<file path="src/pkg/ppfc_regs.svh">
// register indices, field positions and reset values for the port block
`ifndef PPFC_REGS_SVH
`define PPFC_REGS_SVH

`define PPFC_ADDR_W          18
`define PPFC_IDX_W           16
// register indices; byte address is four times the index
`define PPFC_IDX_PE_DIR      16'hFEBD
`define PPFC_IDX_PE_LEVEL    16'hFF5D
`define PPFC_IDX_PE_LATCH    16'hFF6D
`define PPFC_IDX_PE_PULLUP   16'hFF74
`define PPFC_IDX_PFC_ONE     16'hFF45
`define PPFC_IDX_CTRL        16'hFF46
`define PPFC_IDX_P1_DIR      16'hFF47
`define PPFC_IDX_P1_LATCH    16'hFF48
`define PPFC_IDX_PG_DIR      16'hFF49
`define PPFC_IDX_PG_LATCH    16'hFF4A
`define PPFC_IDX_PF_DIR      16'hFF4B
`define PPFC_IDX_PF_LATCH    16'hFF4C
// reset values
`define PPFC_RST_PE_DIR      8'h00
`define PPFC_RST_PE_LATCH    8'h00
`define PPFC_RST_PE_PULLUP   8'h00
`define PPFC_RST_PFC_ONE     8'h0F
`define PPFC_RST_GENERIC     8'h00
`define PPFC_DIR_RD_VALUE    8'h00
// pin function control fields
`define PPFC_B_SEL17         7
`define PPFC_B_SEL36         6
`define PPFC_B_CS5_EN        5
`define PPFC_B_CS4_EN        4
`define PPFC_B_A23_EN        3
`define PPFC_B_A22_EN        2
// control register field
`define PPFC_B_EXT_STROBE    0
// port bit positions
`define PPFC_B_PG4           4
`define PPFC_B_PG3           3
`define PPFC_B_PG1           1
`define PPFC_B_P13           3
`define PPFC_B_P12           2

`endif

</file>
<file path="src/pkg/ppfc_pkg.sv">
// types shared by the port pin function block
package ppfc_pkg;
    typedef enum logic [2:0] {
        PPFC_MODE_4 = 3'h4,
        PPFC_MODE_5 = 3'h5,
        PPFC_MODE_6 = 3'h6,
        PPFC_MODE_7 = 3'h7
    } ppfc_mode_t;

    typedef enum logic [1:0] {
        PPFC_RESP_OKAY   = 2'h0,
        PPFC_RESP_SLVERR = 2'h2
    } ppfc_resp_t;
endpackage : ppfc_pkg

</file>
<file path="src/ppfc_top.sv">
// port E, port 1/F/G pin multiplexing and pin function control registers
`timescale 1ns/1ps
`include "ppfc_regs.svh"

module ppfc_top (
    input  wire logic                    CLK_IN,
    input  wire logic                    NRST_IN,
    input  wire ppfc_pkg::ppfc_mode_t    MODE_IN,
    input  wire logic                    BUS16_IN,
    input  wire logic                    HW_STANDBY_IN,
    input  wire logic [7:0]              STROBE_N_IN,
    input  wire logic [1:0]              ADDR_HI_IN,
    input  wire logic [7:0]              DBUS_WDATA_IN,
    input  wire logic                    DBUS_WEN_IN,
    input  wire logic [7:0]              PE_IN,
    output logic      [7:0]              PE_OUT,
    output logic      [7:0]              PE_OE_N_OUT,
    output logic      [7:0]              PE_PULLUP_OUT,
    output logic      [1:0]              P1_OUT,
    output logic      [1:0]              P1_OE_N_OUT,
    output logic      [4:0]              PG_OUT,
    output logic      [4:0]              PG_OE_N_OUT,
    output logic      [1:0]              PF_OUT,
    output logic      [1:0]              PF_OE_N_OUT,
    input  wire logic [17:0]             AWADDR,
    input  wire logic                    AWVALID,
    output logic                         AWREADY,
    input  wire logic [31:0]             WDATA,
    input  wire logic [3:0]              WSTRB,
    input  wire logic                    WVALID,
    output logic                         WREADY,
    output logic      [1:0]              BRESP,
    output logic                         BVALID,
    input  wire logic                    BREADY,
    input  wire logic [17:0]             ARADDR,
    input  wire logic                    ARVALID,
    output logic                         ARREADY,
    output logic      [31:0]             RDATA,
    output logic      [1:0]              RRESP,
    output logic                         RVALID,
    input  wire logic                    RREADY
);
    import ppfc_pkg::*;

    logic [7:0]  pe_dir_q, pe_latch_q, pe_pullup_q, pfc_q, ctrl_q;
    logic [7:0]  p1_dir_q, p1_latch_q, pg_dir_q, pg_latch_q;
    logic [7:0]  pf_dir_q, pf_latch_q;
    logic [17:0] aw_addr_q;
    logic        aw_full_q;
    logic [7:0]  w_data_q;
    logic        w_lane0_q;
    logic        w_full_q;
    logic        wr_go;
    logic [15:0] wr_idx;
    logic [7:0]  rd_data_d;
    logic        rd_hit_d;
    logic        ext_mode;

    function automatic logic [15:0] idx_of(input logic [17:0] a);
        idx_of = a[17:2];
    endfunction : idx_of

    function automatic logic is_mapped(input logic [15:0] i);
        case (i)
            `PPFC_IDX_PE_DIR, `PPFC_IDX_PE_LEVEL, `PPFC_IDX_PE_LATCH,
            `PPFC_IDX_PE_PULLUP, `PPFC_IDX_PFC_ONE, `PPFC_IDX_CTRL,
            `PPFC_IDX_P1_DIR, `PPFC_IDX_P1_LATCH, `PPFC_IDX_PG_DIR,
            `PPFC_IDX_PG_LATCH, `PPFC_IDX_PF_DIR,
            `PPFC_IDX_PF_LATCH: is_mapped = 1'b1;
            default:            is_mapped = 1'b0;
        endcase
    endfunction : is_mapped

    // modes 4 to 6 run with the external bus
    assign ext_mode = (MODE_IN == PPFC_MODE_4) || (MODE_IN == PPFC_MODE_5) ||
                      (MODE_IN == PPFC_MODE_6);
    assign wr_idx   = idx_of(aw_addr_q);
    // address and data are taken in either order; write fires once both sit
    assign wr_go    = aw_full_q && w_full_q && !BVALID;

    // write channel capture
    always_ff @(posedge CLK_IN) begin
        if (!NRST_IN) begin
            aw_full_q <= 1'b0;
            aw_addr_q <= 18'h00000;
            AWREADY   <= 1'b0;
        end else begin
            AWREADY <= !aw_full_q && !(AWVALID && AWREADY);
            if (AWVALID && AWREADY) begin
                aw_full_q <= 1'b1;
                aw_addr_q <= AWADDR;
            end else if (wr_go) begin
                aw_full_q <= 1'b0;
            end
        end
    end

    always_ff @(posedge CLK_IN) begin
        if (!NRST_IN) begin
            w_full_q  <= 1'b0;
            w_data_q  <= 8'h00;
            w_lane0_q <= 1'b0;
            WREADY    <= 1'b0;
        end else begin
            WREADY <= !w_full_q && !(WVALID && WREADY);
            if (WVALID && WREADY) begin
                w_full_q  <= 1'b1;
                w_data_q  <= WDATA[7:0];
                w_lane0_q <= WSTRB[0];
            end else if (wr_go) begin
                w_full_q <= 1'b0;
            end
        end
    end

    always_ff @(posedge CLK_IN) begin
        if (!NRST_IN) begin
            BVALID <= 1'b0;
            BRESP  <= PPFC_RESP_OKAY;
        end else if (wr_go) begin
            BVALID <= 1'b1;
            BRESP  <= is_mapped(wr_idx) ? PPFC_RESP_OKAY : PPFC_RESP_SLVERR;
        end else if (BREADY) begin
            BVALID <= 1'b0;
        end
    end

    // port E direction: hardware standby clears, software standby keeps
    always_ff @(posedge CLK_IN) begin
        if (!NRST_IN || HW_STANDBY_IN) begin
            pe_dir_q <= `PPFC_RST_PE_DIR;
        end else if (wr_go && w_lane0_q && wr_idx == `PPFC_IDX_PE_DIR) begin
            pe_dir_q <= w_data_q;
        end
    end

    always_ff @(posedge CLK_IN) begin
        if (!NRST_IN || HW_STANDBY_IN) begin
            pfc_q <= `PPFC_RST_PFC_ONE;
        end else if (wr_go && w_lane0_q && wr_idx == `PPFC_IDX_PFC_ONE) begin
            pfc_q <= w_data_q;
        end
    end

    // remaining storage; the mode strap is caught on the reset cycle
    always_ff @(posedge CLK_IN) begin
        if (!NRST_IN) begin
            pe_latch_q  <= `PPFC_RST_PE_LATCH;
            pe_pullup_q <= `PPFC_RST_PE_PULLUP;
            ctrl_q      <= `PPFC_RST_GENERIC;
            p1_dir_q    <= `PPFC_RST_GENERIC;
            p1_latch_q  <= `PPFC_RST_GENERIC;
            pg_dir_q    <= `PPFC_RST_GENERIC;
            pg_dir_q[`PPFC_B_PG4] <= (MODE_IN == PPFC_MODE_4) ||
                                     (MODE_IN == PPFC_MODE_5);
            pg_latch_q  <= `PPFC_RST_GENERIC;
            pf_dir_q    <= `PPFC_RST_GENERIC;
            pf_latch_q  <= `PPFC_RST_GENERIC;
        end else if (wr_go && w_lane0_q) begin
            case (wr_idx)
                `PPFC_IDX_PE_LATCH:  pe_latch_q  <= w_data_q;
                `PPFC_IDX_PE_PULLUP: pe_pullup_q <= w_data_q;
                `PPFC_IDX_CTRL:      ctrl_q      <= w_data_q;
                `PPFC_IDX_P1_DIR:    p1_dir_q    <= w_data_q;
                `PPFC_IDX_P1_LATCH:  p1_latch_q  <= w_data_q;
                `PPFC_IDX_PG_DIR:    pg_dir_q    <= w_data_q;
                `PPFC_IDX_PG_LATCH:  pg_latch_q  <= w_data_q;
                `PPFC_IDX_PF_DIR:    pf_dir_q    <= w_data_q;
                `PPFC_IDX_PF_LATCH:  pf_latch_q  <= w_data_q;
                default: ;
            endcase
        end
    end

    // read path: one cycle from address to data
    always_comb begin
        rd_hit_d  = is_mapped(idx_of(ARADDR));
        rd_data_d = 8'h00;
        case (idx_of(ARADDR))
            `PPFC_IDX_PE_DIR:    rd_data_d = `PPFC_DIR_RD_VALUE;
            `PPFC_IDX_PE_LEVEL:  rd_data_d = PE_IN;
            `PPFC_IDX_PE_LATCH:  rd_data_d = pe_latch_q;
            `PPFC_IDX_PE_PULLUP: rd_data_d = pe_pullup_q;
            `PPFC_IDX_PFC_ONE:   rd_data_d = pfc_q;
            `PPFC_IDX_CTRL:      rd_data_d = ctrl_q;
            `PPFC_IDX_P1_DIR:    rd_data_d = p1_dir_q;
            `PPFC_IDX_P1_LATCH:  rd_data_d = p1_latch_q;
            `PPFC_IDX_PG_DIR:    rd_data_d = pg_dir_q;
            `PPFC_IDX_PG_LATCH:  rd_data_d = pg_latch_q;
            `PPFC_IDX_PF_DIR:    rd_data_d = pf_dir_q;
            `PPFC_IDX_PF_LATCH:  rd_data_d = pf_latch_q;
            default:             rd_data_d = 8'h00;
        endcase
    end

    always_ff @(posedge CLK_IN) begin
        if (!NRST_IN) begin
            ARREADY <= 1'b0;
            RVALID  <= 1'b0;
            RDATA   <= 32'h00000000;
            RRESP   <= PPFC_RESP_OKAY;
        end else begin
            ARREADY <= !RVALID && !(ARVALID && ARREADY);
            if (ARVALID && ARREADY) begin
                RVALID <= 1'b1;
                RDATA  <= {24'h000000, rd_data_d};
                RRESP  <= rd_hit_d ? PPFC_RESP_OKAY : PPFC_RESP_SLVERR;
            end else if (RREADY) begin
                RVALID <= 1'b0;
            end
        end
    end

    // port E pins
    always_ff @(posedge CLK_IN) begin
        if (!NRST_IN) begin
            PE_OUT        <= 8'h00;
            PE_OE_N_OUT   <= 8'hFF;
            PE_PULLUP_OUT <= 8'h00;
        end else if (ext_mode && BUS16_IN) begin
            PE_OUT        <= DBUS_WDATA_IN;
            PE_OE_N_OUT   <= {8{!DBUS_WEN_IN}};
            PE_PULLUP_OUT <= 8'h00;
        end else begin
            PE_OUT        <= pe_latch_q;
            PE_OE_N_OUT   <= ~pe_dir_q;
            PE_PULLUP_OUT <= pe_pullup_q & ~pe_dir_q;
        end
    end

    // port 1 bits 3 and 2: upper address or latch
    always_ff @(posedge CLK_IN) begin
        if (!NRST_IN) begin
            P1_OUT      <= 2'h0;
            P1_OE_N_OUT <= 2'h3;
        end else begin
            P1_OE_N_OUT <= ~p1_dir_q[`PPFC_B_P13:`PPFC_B_P12];
            P1_OUT[1]   <= (ext_mode && pfc_q[`PPFC_B_A23_EN]) ?
                           ADDR_HI_IN[1] : p1_latch_q[`PPFC_B_P13];
            P1_OUT[0]   <= (ext_mode && pfc_q[`PPFC_B_A22_EN]) ?
                           ADDR_HI_IN[0] : p1_latch_q[`PPFC_B_P12];
        end
    end

    // port G: strobes on G4, G3 and G1 in external-bus modes; direction only sets the output enables
    always_ff @(posedge CLK_IN) begin
        if (!NRST_IN) begin
            PG_OUT      <= 5'h00;
            PG_OE_N_OUT <= 5'h1F;
        end else begin
            PG_OE_N_OUT <= ~pg_dir_q[4:0];
            PG_OUT      <= pg_latch_q[4:0];
            if (ext_mode) begin
                PG_OUT[`PPFC_B_PG4] <= STROBE_N_IN[0];
                PG_OUT[`PPFC_B_PG3] <= (ctrl_q[`PPFC_B_EXT_STROBE] &&
                    pfc_q[`PPFC_B_SEL17]) ? STROBE_N_IN[7]
                                          : STROBE_N_IN[1];
                PG_OUT[`PPFC_B_PG1] <= (ctrl_q[`PPFC_B_EXT_STROBE] &&
                    pfc_q[`PPFC_B_SEL36]) ? STROBE_N_IN[6]
                                          : STROBE_N_IN[3];
            end
        end
    end

    // port F pins 1 and 0: strobe five and four when enabled
    always_ff @(posedge CLK_IN) begin
        if (!NRST_IN) begin
            PF_OUT      <= 2'h0;
            PF_OE_N_OUT <= 2'h3;
        end else begin
            PF_OE_N_OUT <= ~pf_dir_q[1:0];
            PF_OUT[1]   <= (ext_mode && pfc_q[`PPFC_B_CS5_EN]) ?
                           STROBE_N_IN[5] : pf_latch_q[1];
            PF_OUT[0]   <= (ext_mode && pfc_q[`PPFC_B_CS4_EN]) ?
                           STROBE_N_IN[4] : pf_latch_q[0];
        end
    end
endmodule : ppfc_top

</file>
<file path="config.mk">
export PLATFORM = sky130hd
export DESIGN_NAME = ppfc_top
export DESIGN_NICKNAME = d
export VERILOG_FILES = /design/src/pkg/ppfc_pkg.sv /design/src/ppfc_top.sv
export VERILOG_INCLUDE_DIRS = /design/src /design/src/pkg
export SDC_FILE = /design/constraint.sdc
export NUM_CORES = 1
export LEC_CHECK = 0
export BUFFER_PORTS_ARGS = -buffer_cell sky130_fd_sc_hd__buf_2
export CORE_MARGIN = 4
export CORE_UTILIZATION = 40
export DETAILED_ROUTE_END_ITERATION = 16
export PLACE_DENSITY = 0.64
export SETUP_SLACK_MARGIN = 0.15
export SYNTH_ARGS = -nofsm -noshare
export SYNTH_HDL_FRONTEND = slang
export SYNTH_SLANG_ARGS = --single-unit
</file>
<file path="constraint.sdc">
create_clock -name CLK_IN -period 1.9 [get_ports CLK_IN]
set_clock_uncertainty 0.05 [all_clocks]
set_input_delay 0.095 -clock CLK_IN [delete_from_list [all_inputs] [get_ports CLK_IN]]
set_output_delay 0.095 -clock CLK_IN [all_outputs]
set_load 0.01 [all_outputs]
</file>
# After elaboration in Yosys (flattened, before gate mapping)
# Cells that the tools add are included.
[word_totals]
regBits = 176
latchBits = 0
ramBits = 0
mem_bits_ro = 0
inputBits = 111
word_cells = 143
n_memories = 0
[op_classes]
add_sub_neg = 0
n_mul = 0
n_div = 0
magnitude_cmp = 0
eq_ne = 29
shift = 0
mux = 27
n_bitwise = 6
n_reduce_logical = 47
[ops]
columns = ["operator", "n"]
rows = [
  ["== test 16 bit, second input constant", 24],
  ["case mux 8 bit (11 select lines)", 1],
  ["OR reduction 12 bit", 2],
  ["AND reduction 2 bit", 10],
  ["logical AND 1 bit", 18],
  ["two-way mux 1 bit", 18],
  ["two-way mux 8 bit", 2],
  ["two-way mux 5 bit", 3],
  ["== test 3 bit, second input constant", 3],
  ["zero test 1 bit", 9],
  ["AND 8 bit", 1],
  ["NOT 8 bit", 1],
  ["nonzero test 2 bit", 4],
  ["two-way mux 2 bit", 3],
  ["NOT 5 bit", 1],
  ["inequality test 2 x 1 -> 1 bit, second input constant", 2],
  ["NOT 2 bit", 2],
  ["logical OR 1 bit", 3],
  ["OR reduction 2 bit", 1],
  ["NOT 1 bit", 1],
]

# Longest topological paths before layout
[depth]
depth_word = 6
mapped_depth = 8
mapped_depth_nobuf = 5

# Worst setup path before layout
# OpenSTA, ideal clock, no wires.
[synth_path]
path_kind = "reg2reg"
start = "reg BVALID"
end = "reg p1_dir_q[6]"
setup_time_ns = 0.119
arrival_time_ns = 1.696
required_time_ns = 1.731
path_slack_ns = 0.035
stages_incl_launch_ff = 7
n_path_buf = 1
cell_sequence = "dfxtp_1 -> nand3b_2 -> nor4b_4 -> nand3_2 -> buf_2 -> nand3_1 -> o21ai_1"
[synth_between]
elab_chain_len = 4
[synth_lines]
columns = ["item", "line", "text"]
rows = [
  ["from (decl)", "ppfc_top.sv:33", "output logic BVALID,"],
  ["from (signal assigned)", "ppfc_top.sv:118", "BVALID <= 1'b0;"],
  ["from (signal assigned)", "ppfc_top.sv:121", "BVALID <= 1'b1;"],
  ["from (signal assigned)", "ppfc_top.sv:124", "BVALID <= 1'b0;"],
  ["zero test 1 bit", "ppfc_top.sv:79", "assign wr_go = aw_full_q && w_full_q && !BVALID;"],
  ["logical AND 1 bit", "ppfc_top.sv:79", ""],
  ["logical AND 1 bit", "ppfc_top.sv:159", "end else if (wr_go && w_lane0_q) begin"],
  ["AND reduction 2 bit (no line)", "-", ""],
  ["to (signal assigned)", "ppfc_top.sv:151", "p1_dir_q <= `PPFC_RST_GENERIC;"],
  ["to (signal assigned)", "ppfc_top.sv:164", "`PPFC_IDX_P1_DIR: p1_dir_q <= w_data_q;"],
  ["to (decl)", "ppfc_top.sv:46", "logic [7:0] p1_dir_q, p1_latch_q, pg_dir_q, pg_latch_q;"],
]
# Every way passes these cells.
# A chain may end at the register's enable or synchronous reset.

# Worst setup path in the final report
[layout_path]
start = "reg aw_addr_q[9]"
end = "reg pg_latch_q[6]"
[layout_between]
elab_chain_len = 2
[layout_lines]
columns = ["item", "line", "text"]
rows = [
  ["from (decl)", "ppfc_top.sv:48", "logic [17:0] aw_addr_q;"],
  ["from (signal assigned)", "ppfc_top.sv:85", "aw_addr_q <= 18'h00000;"],
  ["from (signal assigned)", "ppfc_top.sv:91", "aw_addr_q <= AWADDR;"],
  ["== test 16 bit", "ppfc_top.sv:160", "case (wr_idx)"],
  ["AND reduction 2 bit (no line)", "-", ""],
  ["to (signal assigned)", "ppfc_top.sv:156", "pg_latch_q <= `PPFC_RST_GENERIC;"],
  ["to (signal assigned)", "ppfc_top.sv:167", "`PPFC_IDX_PG_LATCH: pg_latch_q <= w_data_q;"],
  ["to (decl)", "ppfc_top.sv:46", ""],
]
# Every way passes these cells.

==> qor.log <==
INFO  sta            rsz0062_at_grt=yes
INFO  floorplan      chipWidth=145.2microns
INFO  floorplan      floorplan.die.height=145.2microns
INFO  power          power.share.switching=25.15%
INFO  cells_and_area num-nets-final=1,169
INFO  setup_path     setup.worst_path.class=reg2reg
INFO  sta            report.final.slew_viol_count=0
INFO  power          intPower=0.005763W
INFO  synth          netlist_top_cells_area=sky130_fd_sc_hd__dfxtp_1 (45%), sky130_fd_sc_hd__mux2i_1 (11%), sky130_fd_sc_hd__nand2_1 (7.6%)
INFO  clock_tree     max-clock-path-buffers=2
INFO  setup_path     worst-endpoint-arrival=2.06ns
INFO  synth          yosys.cell_types.count=69
INFO  synth          ys.warnings.count=0
INFO  cells_and_area final_layout_size_suffix_gt1_share=23.90%
INFO  power          combinational_share_of_power=8.1%
INFO  clock_tree     cts_buffers=17
INFO  routing        number_of_vias_per_cell=5.224
INFO  place          post_dp_hpwl=15,740microns
INFO  cells_and_area final-seq-area=3461squm
INFO  floorplan      die-area=21,080squm
INFO  setup_path     cp.required=2.20ns
INFO  routing        drt_total_wl=21,720microns
INFO  power          totalPowerFinal=0.007700W
INFO  clock_tree     clock_sinks=172
INFO  sta            worst_slew_pin_slew=0.5802ns
INFO  grt            grt_pass1_vias=6,562
INFO  place          port-buffer-count=135
INFO  routing        1st_pass_router_iterations=5
INFO  job            cap_violations=0
INFO  floorplan      effective_utilization_at_floorplan=41.35%
INFO  synth          synth-seq-cells=172
INFO  power          power_density=786.8nW/um^2
INFO  clock_tree     cts-htree-levels=4
INFO  floorplan      rows=49
INFO  synth          netlist_area=7530squm
INFO  synth          yosysSeqAreaShare=45.86%
INFO  synth          synth_enable_flop_cells=1
INFO  synth          yosys.cell_count.top_type=sky130_fd_sc_hd__dfxtp_1
INFO  cells_and_area multi_input_area=3789squm
INFO  grt            grt.overflow.total=0
INFO  setup_path     worst_setup_path_end_kind=register
INFO  routing        final_antenna_net_count=0
INFO  status         run_status=finished clean
INFO  power          p_switching=0.001937W
INFO  cells_and_area layout-area-overhead-vs-synth=29.98%
INFO  routing        avgRoutedWirePerCell=16.71microns
INFO  routing        drc=0
INFO  routing        route.vias.total=6,791
INFO  power          total_leakage_power=4.258nW
INFO  sta            maximum_clock_rate=0.5697GHz
INFO  cells_and_area num-fill-cells=1,693
INFO  power          power.share.clock=43.6%
INFO  grt            grt_first_pass_wirelength=34,470microns
INFO  grt            grt_usage=20.32%
INFO  sta            worst_slew_margin_rel=61.27%
INFO  synth          cell_count_after_synthesis=857
INFO  grt            grt_max_degree=76
INFO  power          power.share.sequential=48.3%
INFO  synth          synthTopCellsByCount=sky130_fd_sc_hd__dfxtp_1 (171), sky130_fd_sc_hd__nand2_1 (152), sky130_fd_sc_hd__mux2i_1 (84)
INFO  synth          postSynth.topFlopCell=sky130_fd_sc_hd__dfxtp_1
INFO  floorplan      core_region_area=18,210squm
INFO  clock_tree     cts_root_buffer=sky130_fd_sc_hd__clkbuf_16
INFO  clock_tree     clkTransAtPathRegs=0.07ns
INFO  floorplan      io_pins=194
INFO  sta            fin_crit=1.755ns
INFO  sta            final_hold_viol_count=0
INFO  clock_tree     insertion_delay=0.43ns
INFO  power          power.ir.vdd_worst=0.6344mV
INFO  synth          asyncSetResetFlopFracSynth=0%
INFO  sta            layout_worst_path_cycle_share=92.38%
INFO  routing        initialDrtViolationCount=474
INFO  place          gpl.final_weighted_congestion=0.9296
INFO  sta            setup-tns-final=0ns
INFO  synth          library_cell_occupying_the_most_area_in_the_post_synthesis_netlist=sky130_fd_sc_hd__dfxtp_1
INFO  synth          mean_syn_cell_area=8.786squm
INFO  grt            grt_antenna_before_repair=0
INFO  clock_tree     cts_tree=built
INFO  hold_path      min_path_type=in2reg
INFO  cells_and_area antenna-diode-count=0
INFO  setup_path     crit_fanout=8
INFO  synth          yosysTopAreaCellShare=45.46%
INFO  sta            setup-violations-final=0
INFO  setup_path     worst_setup_path_start_kind=register
what timing repair did:
action | CTS | global route
resized for setup | 1 | 23
buffers inserted | 3 | 6
endpoints found under the hold margin | 50 | 0
hold buffers | 48 | 0
cloned | 0 | 0
pin swaps | 3 | 13
endpoints found under the setup margin | 41 | 87
stage by stage:
stage	utilization, %	instance area [sq um]	std cells	setup WS [ns]	hold WS, ns
after floorplan	-	7649	882	0.1253	0.1734
after global placement	47.01	8559	1211	0.1259	0.2884
after detailed placement	47.01	8559	1211	0.06885	0.2899
after CTS	52.94	9641	1294	0.1170	0.03363
after global routing	53.75	9787	1300	0.05497	0.04737
final	53.75	9787	1300	0.1448	0.04935
metal layers:
layer / part of all wire [%] / GRT usage (%)
met1: 46 / 27.64
met2: 46 / 32.39
met3: 5.9 / 4.459
met5: 0 / 0
met4: 1.9 / 6.315
cell usage in the layout (no fill, tap or decap), types with 6 or more instances in the layout:
| master | netlist | final |
|---|---|---|
| sky130_fd_sc_hd__conb_1 | 1 | 26 |
| sky130_fd_sc_hd__clkbuf_16 | 0 | 17 |
| sky130_fd_sc_hd__inv_1 | 9 | 9 |
| sky130_fd_sc_hd__buf_2 | 7 | 134 |
| sky130_fd_sc_hd__dlygate4sd3_1 | 0 | 48 |
| sky130_fd_sc_hd__nor3_1 | 11 | 10 |
| sky130_fd_sc_hd__o21ai_1 | 8 | 8 |
| sky130_fd_sc_hd__dfxtp_2 | 0 | 6 |
| sky130_fd_sc_hd__nand3_1 | 33 | 33 |
| sky130_fd_sc_hd__buf_6 | 0 | 6 |
| sky130_fd_sc_hd__a21oi_1 | 57 | 57 |
| sky130_fd_sc_hd__o21ai_0 | 23 | 23 |
| sky130_fd_sc_hd__dfxtp_1 | 171 | 165 |
| sky130_fd_sc_hd__nand3b_1 | 7 | 7 |
| sky130_fd_sc_hd__nor3b_1 | 9 | 9 |
| sky130_fd_sc_hd__a22oi_1 | 12 | 12 |
| sky130_fd_sc_hd__a21o_1 | 11 | 11 |
| sky130_fd_sc_hd__nor2_1 | 71 | 71 |
| sky130_fd_sc_hd__nor2b_1 | 8 | 7 |
| sky130_fd_sc_hd__buf_4 | 27 | 41 |
| sky130_fd_sc_hd__nand2_1 | 152 | 152 |
| sky130_fd_sc_hd__nand4_1 | 11 | 11 |
| sky130_fd_sc_hd__o32ai_1 | 6 | 6 |
| sky130_fd_sc_hd__mux2i_1 | 84 | 82 |
| sky130_fd_sc_hd__and3_1 | 6 | 6 |
area by class of cell:
class / instances / area share [%]
clock inverter: 15 / 1.419
timing repair buffer: 236 / 16.85
inverter: 10 / 0.3835
sequential: 172 / 35.36
multi-input combinational: 621 / 38.71
clock buffer: 17 / 4.347
tap: 229 / 2.928
sequential cells by signal (all words and copies together) (netlist names), 8 cells and up:
| signal | count |
|---|---|
| p1_latch_q | 8 |
| PE_OE_N_OUT | 8 |
| w_data_q | 8 |
| PE_PULLUP_OUT | 8 |
| RDATA | 8 |
| pe_latch_q | 8 |
| pfc_q | 8 |
| PE_OUT | 8 |
| pg_latch_q | 8 |
| pf_latch_q | 8 |
| pg_dir_q | 8 |
| aw_addr_q | 16 |
| pe_dir_q | 8 |
| p1_dir_q | 8 |
| ctrl_q | 8 |
| pe_pullup_q | 8 |
| pf_dir_q | 8 |
power by group through the flow:
stage / logic, W / registers [W] / clock network (W)
after floorplan: 0.000350 / 0.00378 / 0
after global placement: 0.000538 / 0.00380 / 0
after detailed placement: 0.000538 / 0.00380 / 0
after CTS: 0.000616 / 0.00372 / 0.00341
after global routing: 0.000687 / 0.00372 / 0.00353
final: 0.000624 / 0.00372 / 0.00336
final timing paths:
| check | startpoint | to | slack (ns) | cells past startpoint |
|---|---|---|---|---|
| setup reg to reg | aw_addr_q[9] | pg_latch_q[6] | 0.14 | 7 |
| hold reg to reg | pg_dir_q[0] | PG_OE_N_OUT[0] | 0.35 | 1 |
| setup / recovery | aw_addr_q[9] | pg_latch_q[6] | 0.14 | 7 |
| hold / removal | MODE_IN[2] | pg_dir_q[4] | 0.05 | 3 |
critical path, stage by stage (launching register included):
cell and delay (ns):
sky130_fd_sc_hd__dfxtp_1 0.30, sky130_fd_sc_hd__nand3b_1 0.22, sky130_fd_sc_hd__buf_6 0.17, sky130_fd_sc_hd__nor4_4 0.34
sky130_fd_sc_hd__nand2_1 0.15, sky130_fd_sc_hd__nor2_4 0.12, sky130_fd_sc_hd__buf_12 0.14, sky130_fd_sc_hd__mux2i_1 0.18
kinds of logic (layout without fill, tap and decap cells):
kind of cell           Yosys count  in the layout  synth area share, %
other                            1             26              0.04980
multiplexers                    89             89                11.91
AO/OA/AOI/OAI                  151            151                12.60
flip-flops                     172            172                45.86
buffers and inverters           89            278                5.899
AND/OR/NAND/NOR                354            354                23.56
XOR/XNOR                         1              1               0.1163
(Power assumes the default switching activity.)
